--- config.mk ---
export PLATFORM = sky130hd
export DESIGN_NAME = ocf_fault_response
export DESIGN_NICKNAME = d
export VERILOG_FILES = /design/src/rtl/ocf_pkg.sv /design/src/rtl/ocf_timer_if.sv /design/src/rtl/ocf_fault_response.sv /design/src/rtl/ocf_delay_timer.sv
export SDC_FILE = /design/constraint.sdc
export NUM_CORES = 1
export LEC_CHECK = 0
export BUFFER_PORTS_ARGS = -buffer_cell sky130_fd_sc_hd__buf_2
export CORE_MARGIN = 3
export CORE_UTILIZATION = 57
export DETAILED_ROUTE_END_ITERATION = 10
export PLACE_DENSITY_LB_ADDON = 0.12
export SKIP_CTS_REPAIR_TIMING = 1
export SLEW_MARGIN = 10
export SYNTH_ARGS = -nofsm -noshare
export SYNTH_HDL_FRONTEND = slang
export SYNTH_SLANG_ARGS = --single-unit
--- constraint.sdc ---
create_clock -name mclk -period 5.1 [get_ports mclk]
set_clock_uncertainty 0.15 [all_clocks]
set_input_delay 1.02 -clock mclk [delete_from_list [all_inputs] [get_ports mclk]]
set_output_delay 1.02 -clock mclk [all_outputs]
set_load 0.02 [all_outputs]
--- src/rtl/ocf_pkg.sv ---
// Package of command codes, field layouts, reset values and states for over-current response
package ocf_pkg;

  // Command codes of the host command port
  localparam logic [7:0] CMD_CLEAR_FAULTS = 8'h03;
  localparam logic [7:0] CMD_OC_THRESHOLD = 8'h46;
  localparam logic [7:0] CMD_OC_ACTION = 8'h47;
  localparam logic [7:0] CMD_OC_VFLOOR = 8'h48;

  // Field layout of the action byte
  localparam int ACT_RESP_HI = 7;
  localparam int ACT_RESP_LO = 6;
  localparam int ACT_RETRY_HI = 5;
  localparam int ACT_RETRY_LO = 3;
  localparam int ACT_DELAY_HI = 2;
  localparam int ACT_DELAY_LO = 0;

  // Response selector codes
  localparam logic [1:0] RESP_CONST_CURRENT = 2'h0;
  localparam logic [1:0] RESP_CONDITIONED = 2'h1;
  localparam logic [1:0] RESP_DELAY_RETRY = 2'h2;
  localparam logic [1:0] RESP_DISABLE_RETRY = 2'h3;

  // Retry field codes
  localparam logic [2:0] RETRY_NONE = 3'h0;
  localparam logic [2:0] RETRY_CONTINUOUS = 3'h7;

  // Reset values of the host-visible registers
  localparam logic [15:0] THRESHOLD_RESET = 16'h0000;
  localparam logic [7:0] ACTION_RESET = 8'hC0;
  localparam logic [15:0] VFLOOR_RESET = 16'h0000;
  localparam logic [15:0] READ_UNMAPPED = 16'h0000;

  // Protection state machine
  typedef enum logic [2:0] {
    ST_OFF = 3'b000,
    ST_RUN = 3'b001,
    ST_LIMIT = 3'b010,
    ST_DELAY = 3'b011,
    ST_WAIT = 3'b100,
    ST_LATCH = 3'b101
  } ocf_state_t;

endpackage : ocf_pkg

--- src/rtl/ocf_timer_if.sv ---
// Interface between the response state machine and its delay timer
`timescale 1ns/100ps
interface ocf_timer_if;
  logic start;
  logic abort;
  logic [2:0] code;
  logic [15:0] unitCycles;
  logic done;
  logic busy;

  modport ctrl (output start, abort, code, unitCycles, input done, busy);
  modport timer (input start, abort, code, unitCycles, output done, busy);
endinterface : ocf_timer_if

--- src/rtl/ocf_fault_response.sv ---
// Output over-current protection: limit, response byte, restart sequencing, host commands
//
// Operation
// - A 16-bit current fault threshold is written and read under command code 0x46.
// - Every over-current detected while the output is enabled sets the fault status bit and raises the host alert.
// - Response 00 keeps running and limits current at the threshold for as long as it lasts.
// - Response 01 limits current until the output falls below the floor, then shuts down.
// - Response 10 limits for the delay time, then shuts down if still limiting.
// - Response 11 disables the output at once and follows the retry setting.
// - The retry field gives the number of restart attempts after a shutdown by this fault.
// - Retry code 000 makes no attempt and keeps the output off until the fault is cleared.
// - Codes 001 to 011 allow one to three attempts, after which the output stays off.
// - Restart attempts start one delay time apart, the delay count times the unit.
// - Retry code 111 keeps attempting restarts without limit.
// - The delay code is a power of two, 1 to 128 units, the unit set outside this block.
// - A fault is cleared by bit clear, clear-faults command, reset, off-then-on or bias loss.
// - Codes 100 to 110 allow four to six attempts; endless retry stops on off, bias or other fault.
// - A 16-bit output voltage floor is written and read under command code 0x48.
`timescale 1ns/100ps
module ocf_fault_response
  import ocf_pkg::*;
(
  // Clock and reset
  input wire logic mclk,
  input wire logic reset,
  // Host command port, latched on the rising edge of cmdClk
  input wire logic cmdClk,
  input wire logic cmdSelect,
  input wire logic cmdRead,
  input wire logic [7:0] cmdCode,
  input wire logic [15:0] cmdWrData,
  output logic [15:0] cmdRdData,
  // Analog comparators and control pins
  input wire logic ocDetect,
  input wire logic lowVoltage,
  input wire logic ctrlOn,
  input wire logic biasGood,
  input wire logic otherFault,
  // Same-domain configuration and status control
  input wire logic [15:0] delayUnitCycles,
  input wire logic faultBitClear,
  // Power stage and status
  output logic outputEnable,
  output logic currentLimit,
  output logic [15:0] thresholdLevel,
  output logic [15:0] voltageFloor,
  output logic ocFaultStatus,
  output logic hostAlert
);

  localparam int PIN_W = 32;

  logic [PIN_W-1:0] pinRaw;
  logic [PIN_W-1:0] pinS1Q;
  logic [PIN_W-1:0] pinS2Q;
  logic cmdClkS;
  logic cmdSelS;
  logic cmdReadS;
  logic [7:0] cmdCodeS;
  logic [15:0] cmdDataS;
  logic ocDetectS;
  logic lowVoltageS;
  logic ctrlOnS;
  logic biasGoodS;
  logic otherFaultS;
  logic cmdClkPrevQ;
  logic cmdEdge;
  logic wrStrobe;
  logic rdStrobe;
  logic clearCmd;
  logic [15:0] thresholdQ;
  logic [7:0] actionQ;
  logic [15:0] floorQ;
  logic [15:0] rdDataQ;
  logic [15:0] rdMux;
  logic [1:0] respSel;
  logic [2:0] retrySel;
  logic runCmd;
  logic runPrevQ;
  logic onRise;
  logic clrEvent;
  ocf_state_t stateQ;
  ocf_state_t stateD;
  logic [2:0] retryQ;
  logic [2:0] retryEff;
  logic retryingQ;
  logic reloadEv;
  logic retryDec;
  logic restart;
  logic settled;
  logic canRetry;
  logic tStart;
  logic tAbort;
  logic faultQ;
  logic alertQ;
  logic outEnQ;
  logic limitQ;
  logic faultSet;

  ocf_timer_if tif ();

  ocf_delay_timer u_timer (
    .mclk(mclk),
    .reset(reset),
    .tif(tif)
  );

  // Every pin passes two flops before use; command data is stable long before the clock edge
  assign pinRaw = {cmdClk, cmdSelect, cmdRead, cmdCode, cmdWrData,
                   ocDetect, lowVoltage, ctrlOn, biasGood, otherFault};

  always_ff @(posedge mclk)
  begin
    if (reset)
    begin
      pinS1Q <= '0;
      pinS2Q <= '0;
    end
    else
    begin
      pinS1Q <= pinRaw;
      pinS2Q <= pinS1Q;
    end
  end

  // Synchronised pin decode
  assign cmdClkS = pinS2Q[31];
  assign cmdSelS = pinS2Q[30];
  assign cmdReadS = pinS2Q[29];
  assign cmdCodeS = pinS2Q[28:21];
  assign cmdDataS = pinS2Q[20:5];
  assign ocDetectS = pinS2Q[4];
  assign lowVoltageS = pinS2Q[3];
  assign ctrlOnS = pinS2Q[2];
  assign biasGoodS = pinS2Q[1];
  assign otherFaultS = pinS2Q[0];

  // Command strobes from the link clock's rising edge
  assign cmdEdge = cmdClkS && !cmdClkPrevQ;
  assign wrStrobe = cmdEdge && cmdSelS && !cmdReadS;
  assign rdStrobe = cmdEdge && cmdSelS && cmdReadS;
  assign clearCmd = wrStrobe && (cmdCodeS == CMD_CLEAR_FAULTS);

  // Read selection; unmapped codes read as zero
  assign rdMux = (cmdCodeS == CMD_OC_THRESHOLD) ? thresholdQ :
                 (cmdCodeS == CMD_OC_ACTION) ? {8'h00, actionQ} :
                 (cmdCodeS == CMD_OC_VFLOOR) ? floorQ :
                 READ_UNMAPPED;

  // Host-visible registers
  always_ff @(posedge mclk)
  begin
    if (reset)
    begin
      cmdClkPrevQ <= 1'b0;
      thresholdQ <= THRESHOLD_RESET;
      actionQ <= ACTION_RESET;
      floorQ <= VFLOOR_RESET;
      rdDataQ <= READ_UNMAPPED;
    end
    else
    begin
      cmdClkPrevQ <= cmdClkS;
      if (wrStrobe && (cmdCodeS == CMD_OC_THRESHOLD))
        thresholdQ <= cmdDataS;
      if (wrStrobe && (cmdCodeS == CMD_OC_ACTION))
        actionQ <= cmdDataS[7:0];
      if (wrStrobe && (cmdCodeS == CMD_OC_VFLOOR))
        floorQ <= cmdDataS;
      if (rdStrobe)
        rdDataQ <= rdMux;
    end
  end

  // Action byte fields
  assign respSel = actionQ[ACT_RESP_HI:ACT_RESP_LO];
  assign retrySel = actionQ[ACT_RETRY_HI:ACT_RETRY_LO];
  assign tif.code = actionQ[ACT_DELAY_HI:ACT_DELAY_LO];
  assign tif.unitCycles = delayUnitCycles;
  assign tif.start = tStart;
  assign tif.abort = tAbort;

  // Output commanded on only with bias present; off-then-on and bias loss clear the fault
  assign runCmd = ctrlOnS && biasGoodS;
  assign onRise = runCmd && !runPrevQ;
  assign clrEvent = faultBitClear || clearCmd || onRise || !biasGoodS;

  // A detection while no retry sequence is open is a new fault event
  assign retryEff = reloadEv ? retrySel : retryQ;
  assign canRetry = (retrySel == RETRY_CONTINUOUS) || (retryEff != RETRY_NONE);

  // Protection sequencing; a shutdown either waits for a restart or latches off
  always_comb
  begin
    stateD = stateQ;
    tStart = 1'b0;
    tAbort = 1'b0;
    reloadEv = 1'b0;
    retryDec = 1'b0;
    restart = 1'b0;
    settled = 1'b0;
    if (!runCmd)
    begin
      stateD = ST_OFF;
      tAbort = 1'b1;
    end
    else if (otherFaultS)
    begin
      stateD = ST_LATCH;
      tAbort = 1'b1;
    end
    else
    begin
      unique case (stateQ)
        ST_OFF:
          stateD = ST_RUN;
        ST_RUN:
          if (ocDetectS)
          begin
            reloadEv = !retryingQ;
            unique case (respSel)
              RESP_CONST_CURRENT, RESP_CONDITIONED:
                stateD = ST_LIMIT;
              RESP_DELAY_RETRY:
              begin
                stateD = ST_DELAY;
                tStart = 1'b1;
              end
              RESP_DISABLE_RETRY:
              begin
                stateD = canRetry ? ST_WAIT : ST_LATCH;
                tStart = canRetry;
              end
            endcase
          end
          else if (retryingQ && tif.done)
            settled = 1'b1;
        ST_LIMIT:
          if (!ocDetectS)
            stateD = ST_RUN;
          else if ((respSel == RESP_CONDITIONED) && lowVoltageS)
          begin
            stateD = canRetry ? ST_WAIT : ST_LATCH;
            tStart = canRetry;
          end
        ST_DELAY:
          if (!ocDetectS)
          begin
            stateD = ST_RUN;
            tAbort = 1'b1;
          end
          else if (tif.done)
          begin
            stateD = canRetry ? ST_WAIT : ST_LATCH;
            tStart = canRetry;
          end
        ST_WAIT:
          if (tif.done)
          begin
            stateD = ST_RUN;
            restart = 1'b1;
            retryDec = (retrySel != RETRY_CONTINUOUS);
            tStart = 1'b1;
          end
        ST_LATCH:
          if (clrEvent)
            stateD = ST_RUN;
        default:
          stateD = ST_OFF;
      endcase
    end
  end

  // Set wins over clear so a detection in the clearing cycle is kept
  assign faultSet = ocDetectS && outEnQ;

  // State, attempt counter and status flops
  always_ff @(posedge mclk)
  begin
    if (reset)
    begin
      stateQ <= ST_OFF;
      runPrevQ <= 1'b0;
      retryQ <= RETRY_NONE;
      retryingQ <= 1'b0;
      faultQ <= 1'b0;
      alertQ <= 1'b0;
      outEnQ <= 1'b0;
      limitQ <= 1'b0;
    end
    else
    begin
      stateQ <= stateD;
      runPrevQ <= runCmd;
      if (clrEvent || reloadEv)
        retryQ <= retrySel;
      if (retryDec)
        retryQ <= retryEff - 3'h1;
      if (clrEvent || settled || !runCmd)
        retryingQ <= 1'b0;
      else if (restart)
        retryingQ <= 1'b1;
      faultQ <= faultSet || (faultQ && !clrEvent);
      alertQ <= faultSet || (alertQ && !clrEvent);
      outEnQ <= (stateD == ST_RUN) || (stateD == ST_LIMIT) || (stateD == ST_DELAY);
      limitQ <= (stateD == ST_LIMIT) || (stateD == ST_DELAY);
    end
  end

  // Outputs
  assign cmdRdData = rdDataQ;
  assign outputEnable = outEnQ;
  assign currentLimit = limitQ;
  assign thresholdLevel = thresholdQ;
  assign voltageFloor = floorQ;
  assign ocFaultStatus = faultQ;
  assign hostAlert = alertQ;

endmodule : ocf_fault_response

--- src/rtl/ocf_delay_timer.sv ---
// Delay timer: counts 2**code delay units, each unit a number of mclk cycles
`timescale 1ns/100ps
module ocf_delay_timer
  import ocf_pkg::*;
(
  // Clock and reset
  input wire logic mclk,
  input wire logic reset,
  // Control side
  ocf_timer_if.timer tif
);

  logic [15:0] preQ;
  logic [7:0] unitsQ;
  logic busyQ;
  logic doneQ;
  logic [15:0] unitLast;
  logic [7:0] unitsLast;
  logic unitTick;

  // A unit length of zero would never tick, so it counts as one cycle
  assign unitLast = (tif.unitCycles == 16'h0000) ? 16'h0000 : tif.unitCycles - 16'h0001;
  assign unitsLast = (8'h01 << tif.code) - 8'h01;
  assign unitTick = busyQ && (preQ == unitLast);
  assign tif.done = doneQ;
  assign tif.busy = busyQ;

  // Prescaler gives a one-cycle unit enable, units count to the decoded power of two
  always_ff @(posedge mclk)
  begin
    if (reset || tif.abort)
    begin
      preQ <= 16'h0000;
      unitsQ <= 8'h00;
      busyQ <= 1'b0;
      doneQ <= 1'b0;
    end
    else if (tif.start)
    begin
      preQ <= 16'h0000;
      unitsQ <= 8'h00;
      busyQ <= 1'b1;
      doneQ <= 1'b0;
    end
    else
    begin
      doneQ <= unitTick && (unitsQ == unitsLast);
      if (unitTick)
      begin
        preQ <= 16'h0000;
        unitsQ <= unitsQ + 8'h01;
        busyQ <= (unitsQ != unitsLast);
      end
      else if (busyQ)
      begin
        preQ <= preQ + 16'h0001;
      end
    end
  end

endmodule : ocf_delay_timer

# Yosys cells after proc, flatten, opt, wreduce, memory -nomap -nowiden
# Cells that the tools add are included.
[op_classes]
shifts = 1
order_cmp = 0
eq_ne = 20
n_mul = 0
n_mux = 51
reduce_logical = 47
div_mod_pow = 0
add_sub_neg = 5
n_bitwise = 0
[ops]
columns = ["operator", "n"]
rows = [
  ["$mux 16", 4],
  ["$mux 3", 12],
  ["$mux 1", 31],
  ["$eq 8x7->1 const B", 3],
  ["$pmux 3 s6", 1],
  ["$logic_and 1x1->1", 17],
  ["$add 16x1->16 const B", 1],
  ["$eq 16x16->1", 1],
  ["$logic_not 16->1", 1],
  ["$sub 16x1->16 const B", 1],
  ["$logic_or 1x1->1", 13],
  ["$eq 3x2->1 const B", 4],
  ["$eq 3x3->1 const B", 3],
  ["$pmux 3 s3", 1],
  ["$add 8x1->8 const B", 1],
  ["$eq 8x2->1 const B", 1],
  ["$eq 8x8->1", 1],
  ["$ne 8x8->1", 1],
  ["$shl 1x3->8 const A", 1],
  ["$sub 8x1->8 const B", 1],
  ["$logic_not 1->1", 7],
  ["$eq 3x1->1 const B", 2],
  ["$reduce_or 2->1", 3],
  ["$eq 2x2->1 const B", 2],
  ["other kinds (10)", 11],
]
[totals]
n_memories = 0
wordCells = 143
out_inout_bits = 52
inputBits = 51
rom_bits = 0
mem_bits_rw = 0
latch_bits = 0
regBits = 159

# Logic depth before layout (Yosys ltp)
[depth]
ltp_word = 17
depth_mapped = 12
mapped_depth_nobuf = 10

# By module
# Synthesis repeated with hierarchy kept, for this count alone.
[unflattened]
cells_unflattened = 774
hier_area_um2 = 6825.3
[modules_own_cells]
columns = ["mod", "n_inst", "area_per_inst_um2", "seq_area_each_um2", "cells_each"]
rows = [
  ["ocf_fault_response", 1, 4858.4, 2662.6, 522],
  ["ocf_delay_timer", 1, 1966.9, 520.5, 252],
]

# Worst setup path before layout
# OpenSTA, ideal clock, no wires.
[synth_path]
path_kind = "input to register"
startpoint = "input port delayUnitCycles[4]"
endpoint = "register u_timer.preQ[10]"
cell_stages = 10
path_buffers = 2
setup_slack_ns = 0.857
setup_time_ns = 0.133
t_required_ns = 4.817
t_arrival_ns = 3.960
cell_sequence = "buf_6 -> or4_4 -> or4_4 -> or3_4 -> a21boi_1 -> a2111o_1 -> a211o_4 -> nor4b_4 -> buf_4 -> nor3_1"
[synth_between]
elab_chain_len = 5
word_cells_on_any_way = 6
cone_classes = "add/sub: 1; eq/ne: 1; mux: 1; reduce/logical: 3"
[synth_rtl]
columns = ["item", "line", "source"]
rows = [
  ["start: declaration", "ocf_fault_response.sv:40", "input wire logic [15:0] delayUnitCycles,"],
  ["$sub 16x1->16 / $logic_not 16->1 (equally long branches)", "ocf_delay_timer.sv:22", "assign unitLast = (tif.unitCycles == 16'h0000) ? 16'h0000 : tif.unitCycles - 16'h0001;"],
  ["$mux 16 (*)", "ocf_delay_timer.sv:22", ""],
  ["$eq 16x16->1 (*)", "ocf_delay_timer.sv:24", "assign unitTick = busyQ && (preQ == unitLast);"],
  ["$logic_and 1x1->1 (*)", "ocf_delay_timer.sv:24", ""],
  ["$reduce_or 3->1 (no line) (*)", "-", ""],
  ["end signal: assignment", "ocf_delay_timer.sv:56", "preQ <= preQ + 16'h0001;"],
  ["end: declaration", "ocf_delay_timer.sv:13", "logic [15:0] preQ;"],
]
# Mark *: on every way between the ends. The rest lies on a longest branch, timed or not.
# A chain may end at the register's enable or synchronous reset.

# Worst setup path after layout
[layout_path]
startpoint = "input port delayUnitCycles[13]"
endpoint = "register u_timer.unitsQ[2]"
[layout_between]
elab_chain_len = 4
word_cells_on_any_way = 5
cone_classes = "add/sub: 1; eq/ne: 1; mux: 1; reduce/logical: 2"
[layout_rtl]
columns = ["item", "line", "source"]
rows = [
  ["$sub 16x1->16 / $logic_not 16->1 (equally long branches)", "ocf_delay_timer.sv:22", ""],
  ["$mux 16 (*)", "ocf_delay_timer.sv:22", ""],
  ["$eq 16x16->1 (*)", "ocf_delay_timer.sv:24", ""],
  ["$logic_and 1x1->1 (*)", "ocf_delay_timer.sv:24", ""],
  ["end signal: assignment", "ocf_delay_timer.sv:51", "unitsQ <= unitsQ + 8'h01;"],
  ["end: declaration", "ocf_delay_timer.sv:14", "logic [7:0] unitsQ;"],
]
# Marks and branches as above.

==> flow_metrics.env <==
export IMPL_r2r_end="u_timer.unitsQ[2]$_SDFFE_PP0P_"
export IMPL_fmax_mhz=240
export IMPL_drt_initial_drc_count=581
export IMPL_grt_pass1_vias=5465
export IMPL_nets=924
export IMPL_rows=39
export IMPL_cp_arrival_ns=4.32
export IMPL_syn_inst=791
export IMPL_reg2reg_setup_slack_ns=1.38
export IMPL_wirelength_um=16500
export IMPL_setup_violations=0
export IMPL_io_pins=103
export IMPL_synth_main_ff_cell="dfxtp_1"
export IMPL_crit_fanout=7
export IMPL_place_worst_setup_slack_ns=0.607
export IMPL_worstSetupEndpointType="register"
export IMPL_yosys_area_top_type_share_pct=46.3
export IMPL_clk_pin_slew_ns=0.06
export IMPL_cts_tree="built"
export IMPL_syn_area_per_cell_um2=8.70
export IMPL_synth_seq_cells=159
export IMPL_combPwrFrac_pct=3.7
export IMPL_io_buffers=102
export IMPL_layout_drive_gt1_share_pct=17.3
export IMPL_multi_input_area_um2=3460
export IMPL_synth_top_area_cell="dfxtp_1"
export IMPL_whs_path_depth=1
export IMPL_grt_first_pass_wirelength_um=26200
export IMPL_synth_cell_type_count=71
export IMPL_p_per_area_nw_per_um2=335
export IMPL_first_pass_iters=6
export IMPL_start_util_pct=59.2
export IMPL_yosysWarnings=0
export IMPL_startpoint_type="primary input"
export IMPL_cts_max_level=4
export IMPL_clkSinkCount=159
export IMPL_switching_share_pct=21.0
export IMPL_drc_errors=0
export IMPL_min_delay_worst_endpoint="pinS2Q[31]$_SDFF_PP0_"
export IMPL_die_width_um=116
export IMPL_seqPwrFrac_pct=47.5
export IMPL_die_height_um=116
export IMPL_worstHoldStart="pinS1Q[31]$_SDFF_PP0_"
export IMPL_slew_headroom_pct=28.3
export IMPL_cts_root_buf="clkbuf_16"
export IMPL_wire_per_inst_um=16.1
export IMPL_min_period_over_period_pct=81.6
export IMPL_antenna_found_initial=0
export IMPL_synth_enable_flop_cells=0
export IMPL_status="finished, final reports clean"
export IMPL_clkLatencyLatePin_ns=0.42
export IMPL_async_reset_ff_share_pct=0
export IMPL_num_fill_cells=975
export IMPL_drv_slew=0
export IMPL_min_period_ns=4.16
export IMPL_vias=5932
export IMPL_hold_violations=0
export IMPL_hpwl_um=11500
export IMPL_tightestPinTransition_ns=1.07
export IMPL_drv_cap=0
export IMPL_numCtsBuffers=17
export IMPL_rsz0062_at_grt="no"
export IMPL_regArea_um2=3180
export IMPL_synth_fp_nets=847
export IMPL_hp_class="register to register"
export IMPL_critPathKind="primary input to register"
export IMPL_cts_max_path_buffers=2
export IMPL_ys_seq_area_share_pct=46.3
export IMPL_antennaDiodeCount=0
export IMPL_worst_slack_ns=0.938
export IMPL_antenna_left=0
export IMPL_power_clock_fraction_pct=48.8
export IMPL_design_core_area_um2=11600
export IMPL_required_ns=5.26
export IMPL_final_setup_tns_ns=0
export IMPL_netSwitchingPower_mw=0.565
export IMPL_ir_drop_uv=269
export IMPL_grt_overflow_total=0
export IMPL_total_power_mw=2.69
export IMPL_track_usage_pct=24.5
export IMPL_reg2reg_from="stateQ[0]$_SDFF_PP0_"
export IMPL_grt_max_degree=75
export IMPL_die_area_um2=13400
export IMPL_rr_worst_depth=10
export IMPL_synthTopCellsByArea="dfxtp_1 46%, nor2b_1 6.3%, nand2_1 5.8%"
export IMPL_vias_per_cell=5.79
export IMPL_netlist_area_um2=6880
export IMPL_place_congestion=0.871
export IMPL_area_growth_pct=16.7
export IMPL_internal_power_mw=2.13
export IMPL_power_leakage_nw=3.08
==> metrics by stage <==
step	hold WS, ns	cells	util (%)	instance area [µm²]
after floorplan	0.264	791	-	6880
after global placement	0.268	992	63.8	7410
after detailed placement	0.271	992	63.8	7410
after CTS	0.284	1024	69.1	8030
after global routing	0.299	1024	69.1	8030
final	0.283	1024	69.1	8030
==> layer usage <==
metal  vias to the layer above  share of wire, %  track usage, %
li1                       2920                 -               -
met1                      2763                44            33.4
met2                       219                46            38.3
met3                        30               7.2            5.17
met4                         0               2.1            9.13
met5                         -                 0               0
==> sequential cells by signal (all words and copies together) (netlist names), 3 cells and up <==
register        count
retryQ              3
stateQ              3
voltageFloor       16
pinS1Q             32
u_timer.preQ       16
u_timer.unitsQ      8
cmdRdData          16
pinS2Q             32
thresholdLevel     16
actionQ             8
==> layout by cell type (no fill, tap or decap), types with 3 or more instances in the layout <==
cell type,synthesis,routed
dfxtp_1,159,159
nand2_1,106,106
buf_2,1,101
nor2b_1,69,69
nor2_1,60,60
a21oi_1,55,55
nor3_1,45,45
xnor2_1,19,19
clkbuf_16,0,17
or3_1,16,16
mux2i_1,15,15
nor4_1,14,14
inv_1,14,14
nand2b_1,13,13
xor2_1,13,13
o21ai_0,13,13
a22oi_1,11,11
or4_1,9,9
nand3_1,8,8
a221oi_1,8,8
and3_1,6,6
nand4_1,6,6
and2_1,5,5
ha_1,5,5
a2111oi_0,4,4
o31ai_1,4,4
or3b_2,4,4
buf_4,1,4
o22ai_1,3,3
a211oi_1,3,3
nand4b_1,3,3
a211o_1,3,3
nor4b_1,3,3
o211ai_1,3,3
inv_6,0,3
clkbuf_8,0,3
bufinv_16,0,3
==> worst max-delay path, cell delays in order <==
cell	delay, ns
buf_2	0.14
nor4_1	0.75
nand4bb_1	0.33
or3_1	0.41
a2111oi_0	0.40
a21oi_1	0.15
or3_1	0.45
nor3_1	0.29
mux2_2	0.36
==> cell type report <==
class | count | share of cell area [%]
multi-input cells | 571 | 43.0
well taps | 143 | 2.23
inverters | 14 | 0.655
repair buffers | 105 | 6.67
clock inverters | 10 | 1.85
clock buffers | 22 | 5.91
flip-flops and latches | 159 | 39.6
==> power by group through the flow <==
stage	Sequential (mW)	Clock (mW)	Combinational, mW
after floorplan	1.30	0	0.0682
after global placement	1.30	0	0.0959
after detailed placement	1.31	0	0.0997
after CTS	1.28	1.33	0.101
after global routing	1.28	1.39	0.112
final	1.28	1.31	0.100
==> synth_stat cells (4+ instances only) <==
| cell type | number |
|---|---|
| ha_1 | 5 |
| mux2i_1 | 15 |
| nor2b_1 | 69 |
| or4_1 | 9 |
| or3b_2 | 4 |
| nor2_1 | 60 |
| o31ai_1 | 4 |
| nand4_1 | 6 |
| xnor2_1 | 19 |
| nor3_1 | 45 |
| xor2_1 | 13 |
| or3_1 | 16 |
| dfxtp_1 | 159 |
| a21oi_1 | 55 |
| a221oi_1 | 8 |
| nand3_1 | 8 |
| and3_1 | 6 |
| nand2b_1 | 13 |
| inv_1 | 14 |
| a2111oi_0 | 4 |
| o21ai_0 | 13 |
| clkbuf_1 | 43 |
| and2_1 | 5 |
| nor4_1 | 14 |
| nand2_1 | 106 |
| a22oi_1 | 11 |
==> worst max path at each step <==
stage	from	cells after the start	end
final	delayUnitCycles[13]	9	u_timer.unitsQ[2]$_SDFFE_PP0P_
after global routing	delayUnitCycles[13]	9	u_timer.unitsQ[2]$_SDFFE_PP0P_
after CTS	delayUnitCycles[13]	9	u_timer.unitsQ[2]$_SDFFE_PP0P_
after detailed placement	delayUnitCycles[13]	9	u_timer.unitsQ[2]$_SDFFE_PP0P_
after global placement	delayUnitCycles[4]	9	u_timer.unitsQ[2]$_SDFFE_PP0P_
after floorplan	delayUnitCycles[4]	10	u_timer.preQ[10]$_SDFFE_PP0P_
==> cell families (layout without fill, tap and decap cells) <==
| family | count (synthesis) | in the layout | synth area share, % |
|---|---|---|---|
| flops | 159 | 159 | 46.3 |
| xor+xnor | 34 | 34 | 4.73 |
| simple gates | 388 | 388 | 30.0 |
| compound gates | 128 | 128 | 12.3 |
| buf+inv | 61 | 151 | 3.51 |
| mux | 16 | 16 | 2.35 |
| fa+ha+maj | 5 | 5 | 0.909 |
Power figures use the tool's default switching activity.
